$ cat src/include/dinp_defs.svh
// Purpose: Constants of the input port with alternate pin functions.
// Assumes: Included by the package and by the design modules.
// Notes:   Offsets address the plain register port, one byte each.
`ifndef DINP_DEFS_SVH
`define DINP_DEFS_SVH

// ==========================================================
// Sizes
`define DINP_PIN_W         6
`define DINP_ADDR_W        4
`define DINP_DATA_W        8
`define DINP_BRG_RATES     23
`define DINP_CHANS         4

// ==========================================================
// Register offsets
`define DINP_OFF_PIN_STATE 4'h0
`define DINP_OFF_CHAN_A_MODE_REG2      4'h1
`define DINP_OFF_CHAN_B_MODE_REG2      4'h2
`define DINP_OFF_AUX       4'h3
`define DINP_OFF_CSA       4'h4
`define DINP_OFF_CSB       4'h5
`define DINP_OFF_EXT_USE   4'h6

// ==========================================================
// Reset values
`define DINP_RST_REG       8'h00
`define DINP_RST_PINS      6'h00

// ==========================================================
// Field positions and codes
`define DINP_MR2_CTS_BIT   4
`define DINP_AUX_SET_BIT   7
`define DINP_AUX_TMR_MSB   6
`define DINP_AUX_TMR_LSB   4
`define DINP_TMR_EXT_CODE  3'h0
`define DINP_CS_TIMER      4'hD
`define DINP_CS_EXT16      4'hE
`define DINP_CS_EXT1       4'hF
`define DINP_SET1_LAST     4'hC
`define DINP_SET2_LAST     4'h9
`define DINP_SET2_BASE     5'h0D
`define DINP_DIV16_LAST    4'hF

// ==========================================================
// Pin roles
`define DINP_PIN_CTS_A     0
`define DINP_PIN_CTS_B     1
`define DINP_PIN_B_RX      2
`define DINP_PIN_A_TX      3
`define DINP_PIN_A_RX      4
`define DINP_PIN_B_TX      5

// ==========================================================
// Bit-tick channel order
`define DINP_CH_A_TX       0
`define DINP_CH_A_RX       1
`define DINP_CH_B_TX       2
`define DINP_CH_B_RX       3

`endif

$ cat src/include/dinp_pkg.sv
// Purpose: Types of the input port with alternate pin functions.
// Assumes: dinp_defs.svh supplies the port state widths; enum codes and divider width are literal.
// Notes:   State of each design module is one packed struct.
`include "dinp_defs.svh"

package dinp_pkg;

  // ==========================================================
  // Clock source kinds
  typedef enum logic [2:0] {
    DINP_SRC_NONE  = 3'b000,
    DINP_SRC_BRG   = 3'b001,
    DINP_SRC_TIMER = 3'b010,
    DINP_SRC_EXT16 = 3'b011,
    DINP_SRC_EXT1  = 3'b100
  } dinp_src_e;

  // ==========================================================
  // Port state
  typedef struct packed {
    logic [`DINP_PIN_W-1:0]  sync1;
    logic [`DINP_PIN_W-1:0]  sync2;
    logic [`DINP_PIN_W-1:0]  sync3;
    logic [`DINP_DATA_W-1:0] chan_a_mode_reg2;
    logic [`DINP_DATA_W-1:0] chan_b_mode_reg2;
    logic [`DINP_DATA_W-1:0] aux;
    logic [`DINP_DATA_W-1:0] csa;
    logic [`DINP_DATA_W-1:0] csb;
    logic [`DINP_DATA_W-1:0] rdata;
    logic                    cts_a_n;
    logic                    cts_b_n;
    logic                    tmr_sel;
    logic                    tmr_tick;
    logic [`DINP_CHANS-1:0]  src_tick;
    logic [`DINP_CHANS-1:0]  src_1x;
    logic [`DINP_CHANS-1:0]  src_clr;
  } dinp_port_s;

  // ==========================================================
  // Divider state
  typedef struct packed {
    logic [3:0] cnt;
    logic       tick;
  } dinp_div_s;

endpackage

$ cat src/hdl/dinp_input_port.sv
// Purpose: Six-pin input port with clear-to-send and external clock roles.
// Assumes: Pins are asynchronous inputs; strobes are one cycle long.
// Notes:   Pin state reads two cycles behind the pin, after resync.
//
// Local design decisions: the strobed register port and the register offsets.
`timescale 1ns/10ps
`include "dinp_defs.svh"

module dinp_input_port (
  // Clock and reset
  input  wire logic                        clk_i,
  input  wire logic                        reset_n_i,
  // Pins
  input  wire logic [`DINP_PIN_W-1:0]      input_pin_n_i,
  // Rate sources
  input  wire logic [`DINP_BRG_RATES-1:0]  baud_rate_generator_tick_i,
  input  wire logic                        timer_out_tick_i,
  // Register port
  input  wire logic [`DINP_ADDR_W-1:0]     addr_i,
  input  wire logic [`DINP_DATA_W-1:0]     wdata_i,
  input  wire logic                        wr_i,
  input  wire logic                        rd_i,
  output logic      [`DINP_DATA_W-1:0]     rdata_o,
  // Flow control
  output logic                             chan_a_clear_to_send_n_o,
  output logic                             chan_b_clear_to_send_n_o,
  // Counter/timer clock
  output logic                             timer_ext_clock_in_sel_o,
  output logic                             timer_ext_clock_in_tick_o,
  // Channel bit ticks
  output logic      [`DINP_CHANS-1:0]      bit_tick_o
);

  // ==========================================================
  // Source decoding
  function automatic dinp_pkg::dinp_src_e src_kind(input logic [3:0] code,
                                                    input logic       set2);
    dinp_pkg::dinp_src_e k;
    k = dinp_pkg::DINP_SRC_NONE;
    if (code == `DINP_CS_EXT1) begin
      k = dinp_pkg::DINP_SRC_EXT1;
    end else if (code == `DINP_CS_EXT16) begin
      k = dinp_pkg::DINP_SRC_EXT16;
    end else if (code == `DINP_CS_TIMER) begin
      k = dinp_pkg::DINP_SRC_TIMER;
    end else if ((!set2 && code <= `DINP_SET1_LAST) ||
                 (set2 && code <= `DINP_SET2_LAST)) begin
      k = dinp_pkg::DINP_SRC_BRG;
    end
    return k;
  endfunction

  // Result is {tick, is_1x}; rate codes of both sets share one tick bus
  function automatic logic [1:0] pick_src(input logic [3:0]                code,
                                          input logic                      set2,
                                          input logic                      ext_edge,
                                          input logic [`DINP_BRG_RATES-1:0] baud_rate_generator,
                                          input logic                      tmr);
    logic [4:0] idx;
    logic [1:0] r;
    idx = set2 ? ({1'b0, code} + `DINP_SET2_BASE) : {1'b0, code};
    r   = 2'b00;
    case (src_kind(code, set2))
      dinp_pkg::DINP_SRC_BRG: begin
        r = {baud_rate_generator[idx], 1'b0};
      end
      dinp_pkg::DINP_SRC_TIMER: begin
        r = {tmr, 1'b0};
      end
      dinp_pkg::DINP_SRC_EXT16: begin
        r = {ext_edge, 1'b0};
      end
      dinp_pkg::DINP_SRC_EXT1: begin
        r = {ext_edge, 1'b1};
      end
      default: begin
        r = 2'b00;
      end
    endcase
    return r;
  endfunction

  function automatic logic is_ext(input logic [3:0] code, input logic set2);
    dinp_pkg::dinp_src_e k;
    k = src_kind(code, set2);
    return (k == dinp_pkg::DINP_SRC_EXT16) || (k == dinp_pkg::DINP_SRC_EXT1);
  endfunction

  // ==========================================================
  // State
  dinp_pkg::dinp_port_s     q;
  dinp_pkg::dinp_port_s     d;
  logic [`DINP_PIN_W-1:0]   rise;
  logic [1:0]               sel_a_tx;
  logic [1:0]               sel_a_rx;
  logic [1:0]               sel_b_tx;
  logic [1:0]               sel_b_rx;
  logic [`DINP_CHANS-1:0]   ext_use;
  logic                     set2;

  always_comb begin
    d        = q;
    // Only the second stage ever looks at the first
    d.sync1  = input_pin_n_i;
    d.sync2  = q.sync1;
    d.sync3  = q.sync2;
    rise     = q.sync2 & ~q.sync3;
    set2     = q.aux[`DINP_AUX_SET_BIT];

    sel_a_tx = pick_src(q.csa[3:0], set2, rise[`DINP_PIN_A_TX],
                        baud_rate_generator_tick_i, timer_out_tick_i);
    sel_a_rx = pick_src(q.csa[7:4], set2, rise[`DINP_PIN_A_RX],
                        baud_rate_generator_tick_i, timer_out_tick_i);
    sel_b_tx = pick_src(q.csb[3:0], set2, rise[`DINP_PIN_B_TX],
                        baud_rate_generator_tick_i, timer_out_tick_i);
    sel_b_rx = pick_src(q.csb[7:4], set2, rise[`DINP_PIN_B_RX],
                        baud_rate_generator_tick_i, timer_out_tick_i);
    ext_use  = {is_ext(q.csb[7:4], set2), is_ext(q.csb[3:0], set2),
                is_ext(q.csa[7:4], set2), is_ext(q.csa[3:0], set2)};

    d.src_tick = {sel_b_rx[1], sel_b_tx[1], sel_a_rx[1], sel_a_tx[1]};
    d.src_1x   = {sel_b_rx[0], sel_b_tx[0], sel_a_rx[0], sel_a_tx[0]};
    d.src_clr  = 4'h0;

    // Unselected clear-to-send reads as clear so the channel never stalls
    d.cts_a_n  = q.chan_a_mode_reg2[`DINP_MR2_CTS_BIT] ? q.sync2[`DINP_PIN_CTS_A] : 1'b0;
    d.cts_b_n  = q.chan_b_mode_reg2[`DINP_MR2_CTS_BIT] ? q.sync2[`DINP_PIN_CTS_B] : 1'b0;
    d.tmr_sel  = (q.aux[`DINP_AUX_TMR_MSB:`DINP_AUX_TMR_LSB] == `DINP_TMR_EXT_CODE);
    d.tmr_tick = d.tmr_sel && rise[`DINP_PIN_B_RX];

    if (wr_i) begin
      case (addr_i)
        `DINP_OFF_CHAN_A_MODE_REG2: begin
          d.chan_a_mode_reg2 = wdata_i;
        end
        `DINP_OFF_CHAN_B_MODE_REG2: begin
          d.chan_b_mode_reg2 = wdata_i;
        end
        `DINP_OFF_AUX: begin
          d.aux     = wdata_i;
          d.src_clr = 4'hF;
        end
        `DINP_OFF_CSA: begin
          d.csa     = wdata_i;
          d.src_clr = 4'h3;
        end
        `DINP_OFF_CSB: begin
          d.csb     = wdata_i;
          d.src_clr = 4'hC;
        end
        default: begin
          d.src_clr = 4'h0;
        end
      endcase
    end

    d.rdata = 8'h00;
    if (rd_i) begin
      case (addr_i)
        `DINP_OFF_PIN_STATE: begin
          // Live level whatever role the pin has
          d.rdata = {2'h0, q.sync2};
        end
        `DINP_OFF_CHAN_A_MODE_REG2: begin
          d.rdata = q.chan_a_mode_reg2;
        end
        `DINP_OFF_CHAN_B_MODE_REG2: begin
          d.rdata = q.chan_b_mode_reg2;
        end
        `DINP_OFF_AUX: begin
          d.rdata = q.aux;
        end
        `DINP_OFF_CSA: begin
          d.rdata = q.csa;
        end
        `DINP_OFF_CSB: begin
          d.rdata = q.csb;
        end
        `DINP_OFF_EXT_USE: begin
          d.rdata = {4'h0, ext_use};
        end
        default: begin
          d.rdata = 8'h00;
        end
      endcase
    end
  end

  always_ff @(posedge clk_i or negedge reset_n_i) begin
    if (!reset_n_i) begin
      q       <= '0;
      q.chan_a_mode_reg2  <= `DINP_RST_REG;
      q.chan_b_mode_reg2  <= `DINP_RST_REG;
      q.aux   <= `DINP_RST_REG;
      q.csa   <= `DINP_RST_REG;
      q.csb   <= `DINP_RST_REG;
      q.sync1 <= `DINP_RST_PINS;
      q.sync2 <= `DINP_RST_PINS;
      q.sync3 <= `DINP_RST_PINS;
    end else begin
      q <= d;
    end
  end

  // ==========================================================
  // Bit-rate dividers
  for (genvar g = 0; g < `DINP_CHANS; g++) begin : g_div
    dinp_rate_div u_div (
      .clk_i      (clk_i),
      .reset_n_i  (reset_n_i),
      .tick_i     (q.src_tick[g]),
      .mode_1x_i  (q.src_1x[g]),
      .clr_i      (q.src_clr[g]),
      .bit_tick_o (bit_tick_o[g])
    );
  end

  // ==========================================================
  // Outputs
  assign rdata_o                   = q.rdata;
  assign chan_a_clear_to_send_n_o  = q.cts_a_n;
  assign chan_b_clear_to_send_n_o  = q.cts_b_n;
  assign timer_ext_clock_in_sel_o  = q.tmr_sel;
  assign timer_ext_clock_in_tick_o = q.tmr_tick;
endmodule

$ cat src/hdl/dinp_rate_div.sv
// Purpose: Turns a source tick stream into bit ticks, by 16 or by 1.
// Assumes: tick_i is a one-cycle pulse per source clock period.
// Notes:   clr_i restarts the phase when the source is reselected.
`timescale 1ns/10ps
`include "dinp_defs.svh"

module dinp_rate_div (
  // Clock and reset
  input  wire logic clk_i,
  input  wire logic reset_n_i,
  // Source
  input  wire logic tick_i,
  input  wire logic mode_1x_i,
  input  wire logic clr_i,
  // Bit tick
  output logic      bit_tick_o
);

  dinp_pkg::dinp_div_s q;
  dinp_pkg::dinp_div_s d;

  always_comb begin
    d      = q;
    d.tick = 1'b0;
    if (clr_i) begin
      d.cnt = 4'h0;
    end else if (mode_1x_i) begin
      d.cnt  = 4'h0;
      d.tick = tick_i;
    end else if (tick_i) begin
      d.cnt  = q.cnt + 4'h1;
      d.tick = (q.cnt == `DINP_DIV16_LAST);
    end
  end

  always_ff @(posedge clk_i or negedge reset_n_i) begin
    if (!reset_n_i) begin
      q <= '0;
    end else begin
      q <= d;
    end
  end

  assign bit_tick_o = q.tick;
endmodule

$ cat config.mk
export PLATFORM = sky130hd
export DESIGN_NAME = dinp_input_port
export DESIGN_NICKNAME = d
export VERILOG_FILES = /design/src/include/dinp_pkg.sv /design/src/hdl/dinp_input_port.sv /design/src/hdl/dinp_rate_div.sv
export VERILOG_INCLUDE_DIRS = /design/src /design/src/include
export SDC_FILE = /design/constraint.sdc
export NUM_CORES = 1
export LEC_CHECK = 0
export BUFFER_PORTS_ARGS = -buffer_cell sky130_fd_sc_hd__buf_2
export CORE_ASPECT_RATIO = 0.8
export CORE_MARGIN = 3
export CORE_UTILIZATION = 45
export DETAILED_ROUTE_END_ITERATION = 7
export HOLD_SLACK_MARGIN = 0.12
export PLACE_DENSITY_LB_ADDON = 0.15
export SLEW_MARGIN = 20
export SYNTH_ARGS = -nofsm -noshare
export SYNTH_HDL_FRONTEND = slang
export SYNTH_SLANG_ARGS = --single-unit
$ cat constraint.sdc
create_clock -name clk_i -period 3.2 [get_ports clk_i]
set_input_delay 0.48 -clock clk_i [delete_from_list [all_inputs] [get_ports clk_i]]
set_output_delay 0.48 -clock clk_i [all_outputs]
set_load 0.05 [all_outputs]
==> summary.txt, run 1 <==
RSZ-0062 raised after global routing: no
Synth warnings: 0
Max stage delay on crit path: 620 ps
top sig layer: met4
# Post-CTS Setup Buffers: 0
Finish-stage setup viols: 0
worst hold path type: in2async
Core ar.: 13,100 µm²
number of diodes: 0
leakage power: 3.00 nW
Detailed Place HPWL: 11,800 µm
Worst R2R End: q[8]
final hold viol count: 0
clock latency on the worst-skew pair: 350 ps
EDFF count, synth: 0
Synth top area share: 39.8%
GPL Wtd Cong: 0.869
port bufs: 61
R2R setup slack: 450 ps
met1 wire length: 7480 µm
critical path data arrival time: 2970 ps
WL/cell: 20.7 µm
Max Cap Viol: 0
placed cell count: 773
outcome: finished, final reports clean
worst-margin pin slew: 756 ps
post-cts sizing count: 0
Worst setup SP type: flop
Post-Route WL: 16,400 µm
Synth-to-Final Area Change: 11.3%
chip width: 137 µm
syn nets: 642
most common cell in the synthesized netlist: dfrtp_1
post-synth top area cell: dfrtp_1
fin cells: 789
critical path's top delay family: compound AO/OA/AOI/OAI gates
Ports: 62
Starting Density: 46.9%
TritonCTS Sinks: 98
fin util: 52.2%
largest net degree at the start of global routing: 60
die height: 111 µm
top post-synthesis cells by area: dfrtp_1 (40%), mux2_2 (8.0%), mux4_2 (5.8%)
via/cell ratio: 6.20
Critical Path Fanout Max: 13
Total GRT Usage: 22.5%
placed instance area: 6540 µm²
met3 WL post-DR: 1180 µm
Max clock buf depth: 2
CTS tree: done
initial antenna violation count: 0
post-route antenna net violation count: 0
maximum vdd drop: 337 µV
post-synthesis sequential area ratio: 39.8%
routed wl met2: 7440 µm
final count of pins violating max slew: 0
min Tclk post-route: 2750 ps
part of the cycle the worst path needs: 86.0%
die area: 15,200 µm²
synthesized area: 6170 µm²
first-pass GRT wire length: 27,000 µm
setup TNS: 0 ps
top cells by count, synth: dfrtp_1 (98), mux2_2 (44), nand2_1 (33)
Vias: 4,893
Fin Hold WS: 195 ps
Post-Route Skew: 6.44 ps
Required @ worst endpoint: 3420 ps
design area: 6860 µm²
Post-synth top flop: dfrtp_1
Crit path buffers/inverters: 1
number of synthesized register bits: 98
Avg Cell Area, Syn: 10.8 µm²
Critical Path Sink Type: flop
number of distinct library cells after synthesis: 58
cts hold-fix bufs: 0
vias in the first global route: 5,018
DRT Pass-1 Iters: 6
H-tree depth: 3
CTS clk-pin slew, worst paths: 70 ps
slowest stage cell, crit path: dfrtp_1
cell count of the worst reg-to-reg path: 8
Post-synth ARST share: 100%
Post-layout nets: 678
layout cell share with drive strength beyond 1: 25.7%
crit-path cells: inv_1 -> ha_1 -> nor2b_1 -> a221o_1 -> a221oi_1 -> o41ai_1 -> a21oi_1 -> o31ai_1
GRT Residual Overflow: 0
cell count after synthesis: 573
Initial DRC Count: 355
CTS root buffer: clkbuf_16
Cell Rows: 37
Slew HR: 49.6%
TritonCTS Buffers: 9
critical path type: reg2reg
worst flop-to-flop path startpoint: q[32]
Power Density: 700 nW/µm²
residual DRC count: 0
fmax: 0.364 GHz
[cells in the final DEF, fill, tap and decap left out, types with 5 or more instances in the layout]
master and count:
a31oi_1 9, clkbuf_16 9, buf_2 60, ha_1 23, o31ai_1 6, nor4_1 7, a22oi_1 9, buf_4 11
inv_1 15, o21ai_0 18, nor2b_1 9, and2_1 6, nand4_1 5, xnor2_1 10, and3_1 11, nand2_1 33
mux4_2 16, mux2i_1 32, xor2_1 10, nand3_1 12, nor3_1 32, o22ai_1 8, nand2b_1 9, a211oi_1 5
mux2_2 44, nor3b_1 10, nor2_1 19, a21oi_1 17, dfrtp_1 98
[per-layer routing]
metal / up-vias / GRT usage, %
li1: 2223 / -
met1: 2449 / 33.7
met2: 192 / 33.0
met3: 29 / 4.76
met4: 0 / 5.98
met5: - / 0
[power by group]
group / switching, mW / internal, mW / total (mW) / leakage, nW
Combinational: 0.902 / 0.850 / 1.75 / 1.62
Sequential: 0.362 / 1.51 / 1.87 / 1.22
Clock: 0.486 / 0.693 / 1.18 / 0.158
[worst max path at each step]
stage,from,end,cells after the start
6_report,q[32],q[8],8
4_1_cts,q[32],q[8],8
3_3_place_gp,q[32],q[8],8
5_1_grt,q[32],q[8],8
3_5_place_dp,q[32],q[8],8
2_1_floorplan,q[24],q[10],10
[kinds of logic (layout without fill, tap and decap cells)]
group           Yosys count  in the layout  synth area share, %
simple gates            166            166                 14.6
compound gates          107            107                 12.3
flops                    98             98                 39.8
mux                      95             95                 20.4
buf+inv                  63            104                 5.03
fa+ha+maj                23             23                 4.67
xor+xnor                 21             21                 3.29
[worst register-to-register path, delay by kind of cell, from the launching register on]
family,cells,cell delay [ps]
flip-flops,1,620
AO/OA/AOI/OAI,5,1170
AND/OR/NAND/NOR,1,120
buffers and inverters,1,230
adder cells (fa/ha/maj),1,470
[stage by stage]
| step | power [mW] | setup slack (ps) |
|---|---|---|
| after detailed placement | 3.63 | 515 |
| after global routing | 5.13 | 258 |
| after floorplan | 3.19 | 864 |
| after global placement | 3.55 | 703 |
| after CTS | 4.83 | 504 |
| final | 4.80 | 450 |
[sequential cells by signal, indices dropped and copies added, names as in the netlist]
signal,count
q,54
chan_a_clear_to_send_n_o,1
timer_ext_clock_in_sel_o,1
g_div.u_div.bit_tick_o,4
chan_b_clear_to_send_n_o,1
d,12
g_div.u_div.q,16
timer_ext_clock_in_tick_o,1
rdata_o,8
[final cells by class]
| type | instances | area, µm² |
|---|---|---|
| fill | 1205 | 6280 |
| multi-input combinational | 412 | 3400 |
| sequential | 98 | 2450 |
| timing repair buffer | 72 | 403 |
| clock buffer | 9 | 225 |
| tap | 175 | 219 |
| clock inverter | 7 | 101 |
| inverter | 16 | 60.1 |
Note: power is estimated with default switching activity, not from simulation.
==> run 2, diff against run 1 <==
Settings changed: BUFFER_PORTS_ARGS -buffer_cell sky130_fd_sc_hd__buf_2 to -buffer_cell sky130_fd_sc_hd__buf_4, CORE_MARGIN 3 to not set.
==> run 2 against run 1 <==
Combinational power barely moved. Design area up 1.1%. Sequential power is essentially flat. Core utilization grew 0.78 points. Via count decreased by 1.7%. Power shrank 3.6%. Critical endpoint unchanged. Highest routed layer unchanged.
==> summary.txt, run 2 (synthesis gave the netlist of run 1 again) <==
min Tclk post-route: 2580 ps (-167 ps)
setup TNS: 0 ps (unchanged)
Post-layout nets: 677 (-0.15%)
Max Cap Viol: 0 (unchanged)
top sig layer: met4
Max stage delay on crit path: 590 ps (-30 ps)
most frequent cells in the layout: dfrtp_1 (98), buf_4 (70), mux2_2 (44), nand2_1 (33)
# Post-CTS Setup Buffers: 0 (unchanged)
Total GRT Usage: 23.9% (+1.4 points)
TritonCTS Buffers: 9 (unchanged)
Synth-to-Final Area Change: 12.6%
port bufs: 61 (unchanged)
Starting Density: 47.1% (+0.17 points)
CTS root buffer: clkbuf_16
Critical Path Sink Type: flop
number of diodes: 0 (unchanged)
slowest stage cell, crit path: dfrtp_1
cts hold-fix bufs: 0 (unchanged)
crit-path cells: inv_1 -> ha_1 -> nor2b_1 -> a221o_1 -> a221oi_1 -> o41ai_1 -> a21oi_1 -> o31ai_1
Core ar.: 13,100 µm² (-0.35%)
TritonCTS Sinks: 98 (unchanged)
leakage power: 3.00 nW (-0.16%)
worst flop-to-flop path startpoint: q[32]
critical path data arrival time: 2810 ps (-160 ps)
Ports: 62 (unchanged)
first-pass GRT wire length: 25,800 µm (-4.2%)
maximum vdd drop: 318 µV (-5.7%)
H-tree depth: 3 (unchanged)
fmax: 0.387 GHz (+6.5%)
GRT Residual Overflow: 0 (unchanged)
met1 wire length: 7490 µm (about the same)
outcome: finished, final reports clean
placed instance area: 6680 µm² (+2.2%)
final count of pins violating max slew: 0 (unchanged)
via/cell ratio: 6.11 (-1.5%)
Max clock buf depth: 2 (unchanged)
Vias: 4,808 (-1.7%)
Post-Route Skew: 3.44 ps (-3.00 ps)
die height: 107 µm (-3.6%)
Worst setup SP type: flop
Slew HR: 47.1% (-2.5 points)
Fin Hold WS: 202 ps (+6.91 ps)
most common cell after layout, fill and taps aside: dfrtp_1
CTS clk-pin slew, worst paths: 70 ps (about the same)
Post-Route WL: 16,100 µm (-1.7%)
met3 WL post-DR: 869 µm (-26%)
R2R setup slack: 620 ps (+170 ps)
layout cell share with drive strength beyond 1: 25.2% (-0.57 points)
post-route antenna net violation count: 0 (unchanged)
Power Density: 667 nW/µm² (-4.7%)
max reg flops: 54 (unchanged)
worst-margin pin slew: 794 ps (+37.7 ps)
Detailed Place HPWL: 11,600 µm (-1.6%)
initial antenna violation count: 0 (unchanged)
worst hold path type: in2async
Finish-stage setup viols: 0 (unchanged)
DRT Pass-1 Iters: 5 (-1)
residual DRC count: 0 (unchanged)
die area: 14,200 µm² (-6.4%)
GPL Wtd Cong: 0.922 (+6.1%)
chip width: 133 µm (-2.9%)
Critical Path Fanout Max: 13 (unchanged)
cell count of the worst reg-to-reg path: 8 (unchanged)
clock latency on the worst-skew pair: 340 ps (about the same)
vias in the first global route: 4,753 (-5.3%)
design area: 6940 µm² (+1.1%)
part of the cycle the worst path needs: 80.7% (-5.2 points)
RSZ-0062 raised after global routing: no
routed wl met2: 7520 µm (+0.99%)
Cell Rows: 37 (unchanged)
final hold viol count: 0 (unchanged)
Required @ worst endpoint: 3420 ps (about the same)
Worst R2R End: q[8]
Initial DRC Count: 316 (-11%)
Top reg by flops: q
post-cts sizing count: 0 (unchanged)
critical path type: reg2reg
largest net degree at the start of global routing: 61 (+1.7%)
CTS tree: done
WL/cell: 20.4 µm (-1.4%)
[run 2: changes by cell type in the layout (fill, tap and decap cells not counted)]
cell        before  now
buf_4           11   70
clkbuf_1         0    2
bufinv_16        2    0
inv_8            1    0
clkinv_4         1    0
buf_2           60    0
clkinvlp_4       1    2
[run 2: per-layer routing]
metal | vias to the layer above | track usage [%]
li1 | 2219 | -
met1 | 2437 | 32.7
met2 | 131 | 38.6
met3 | 21 | 5.15
met4 | 0 | 5.91
met5 | - | 0
[run 2: worst max path at each step]
stage | start | to | slack, ps | cells after the start
global route | q[24] | q[10] | 410 | 9
finish | q[32] | q[8] | 620 | 8
floorplan | q[24] | q[10] | 860 | 10
detailed placement | q[32] | q[8] | 620 | 8
global placement | q[33] | q[8] | 750 | 6
CTS | q[32] | q[8] | 610 | 8
[run 2: area by class of cell]
cell class / count / area, µm²
fillers: 1168 / 6160
multi-input cells: 412 / 3400
flip-flops and latches: 98 / 2450
repair buffers: 71 / 546
clock buffers: 11 / 233
well taps: 175 / 219
inverters: 16 / 60.1
clock inverters: 4 / 28.8
[run 2: worst max-delay path, delay by kind of cell, from the launching register on]
kind                       cells  cell delay, ps
adders and majority gates      1             440
DFF                            1             590
and+or+nand+nor                1             110
AOI/OAI and AO/OA              5            1090
buffers and inverters          1             220
[run 2: through the flow]
step           power, mW  util, %  cells  worst slack (ps)
2_1_floorplan       3.19        -    573               864
3_3_place_gp        3.59     51.0    772               750
3_5_place_dp        3.65     51.0    772               624
4_1_cts             4.65     53.0    787               614
5_1_grt             4.95     53.0    787               413
6_report            4.63     53.0    787               617
[run 2: where the power goes]
| group | switching [mW] | total [mW] | internal, mW |
|---|---|---|---|
| logic | 0.880 | 1.76 | 0.876 |
| clock network | 0.467 | 0.992 | 0.525 |
| registers | 0.373 | 1.88 | 1.51 |
| total | 1.72 | 4.63 | 2.91 |
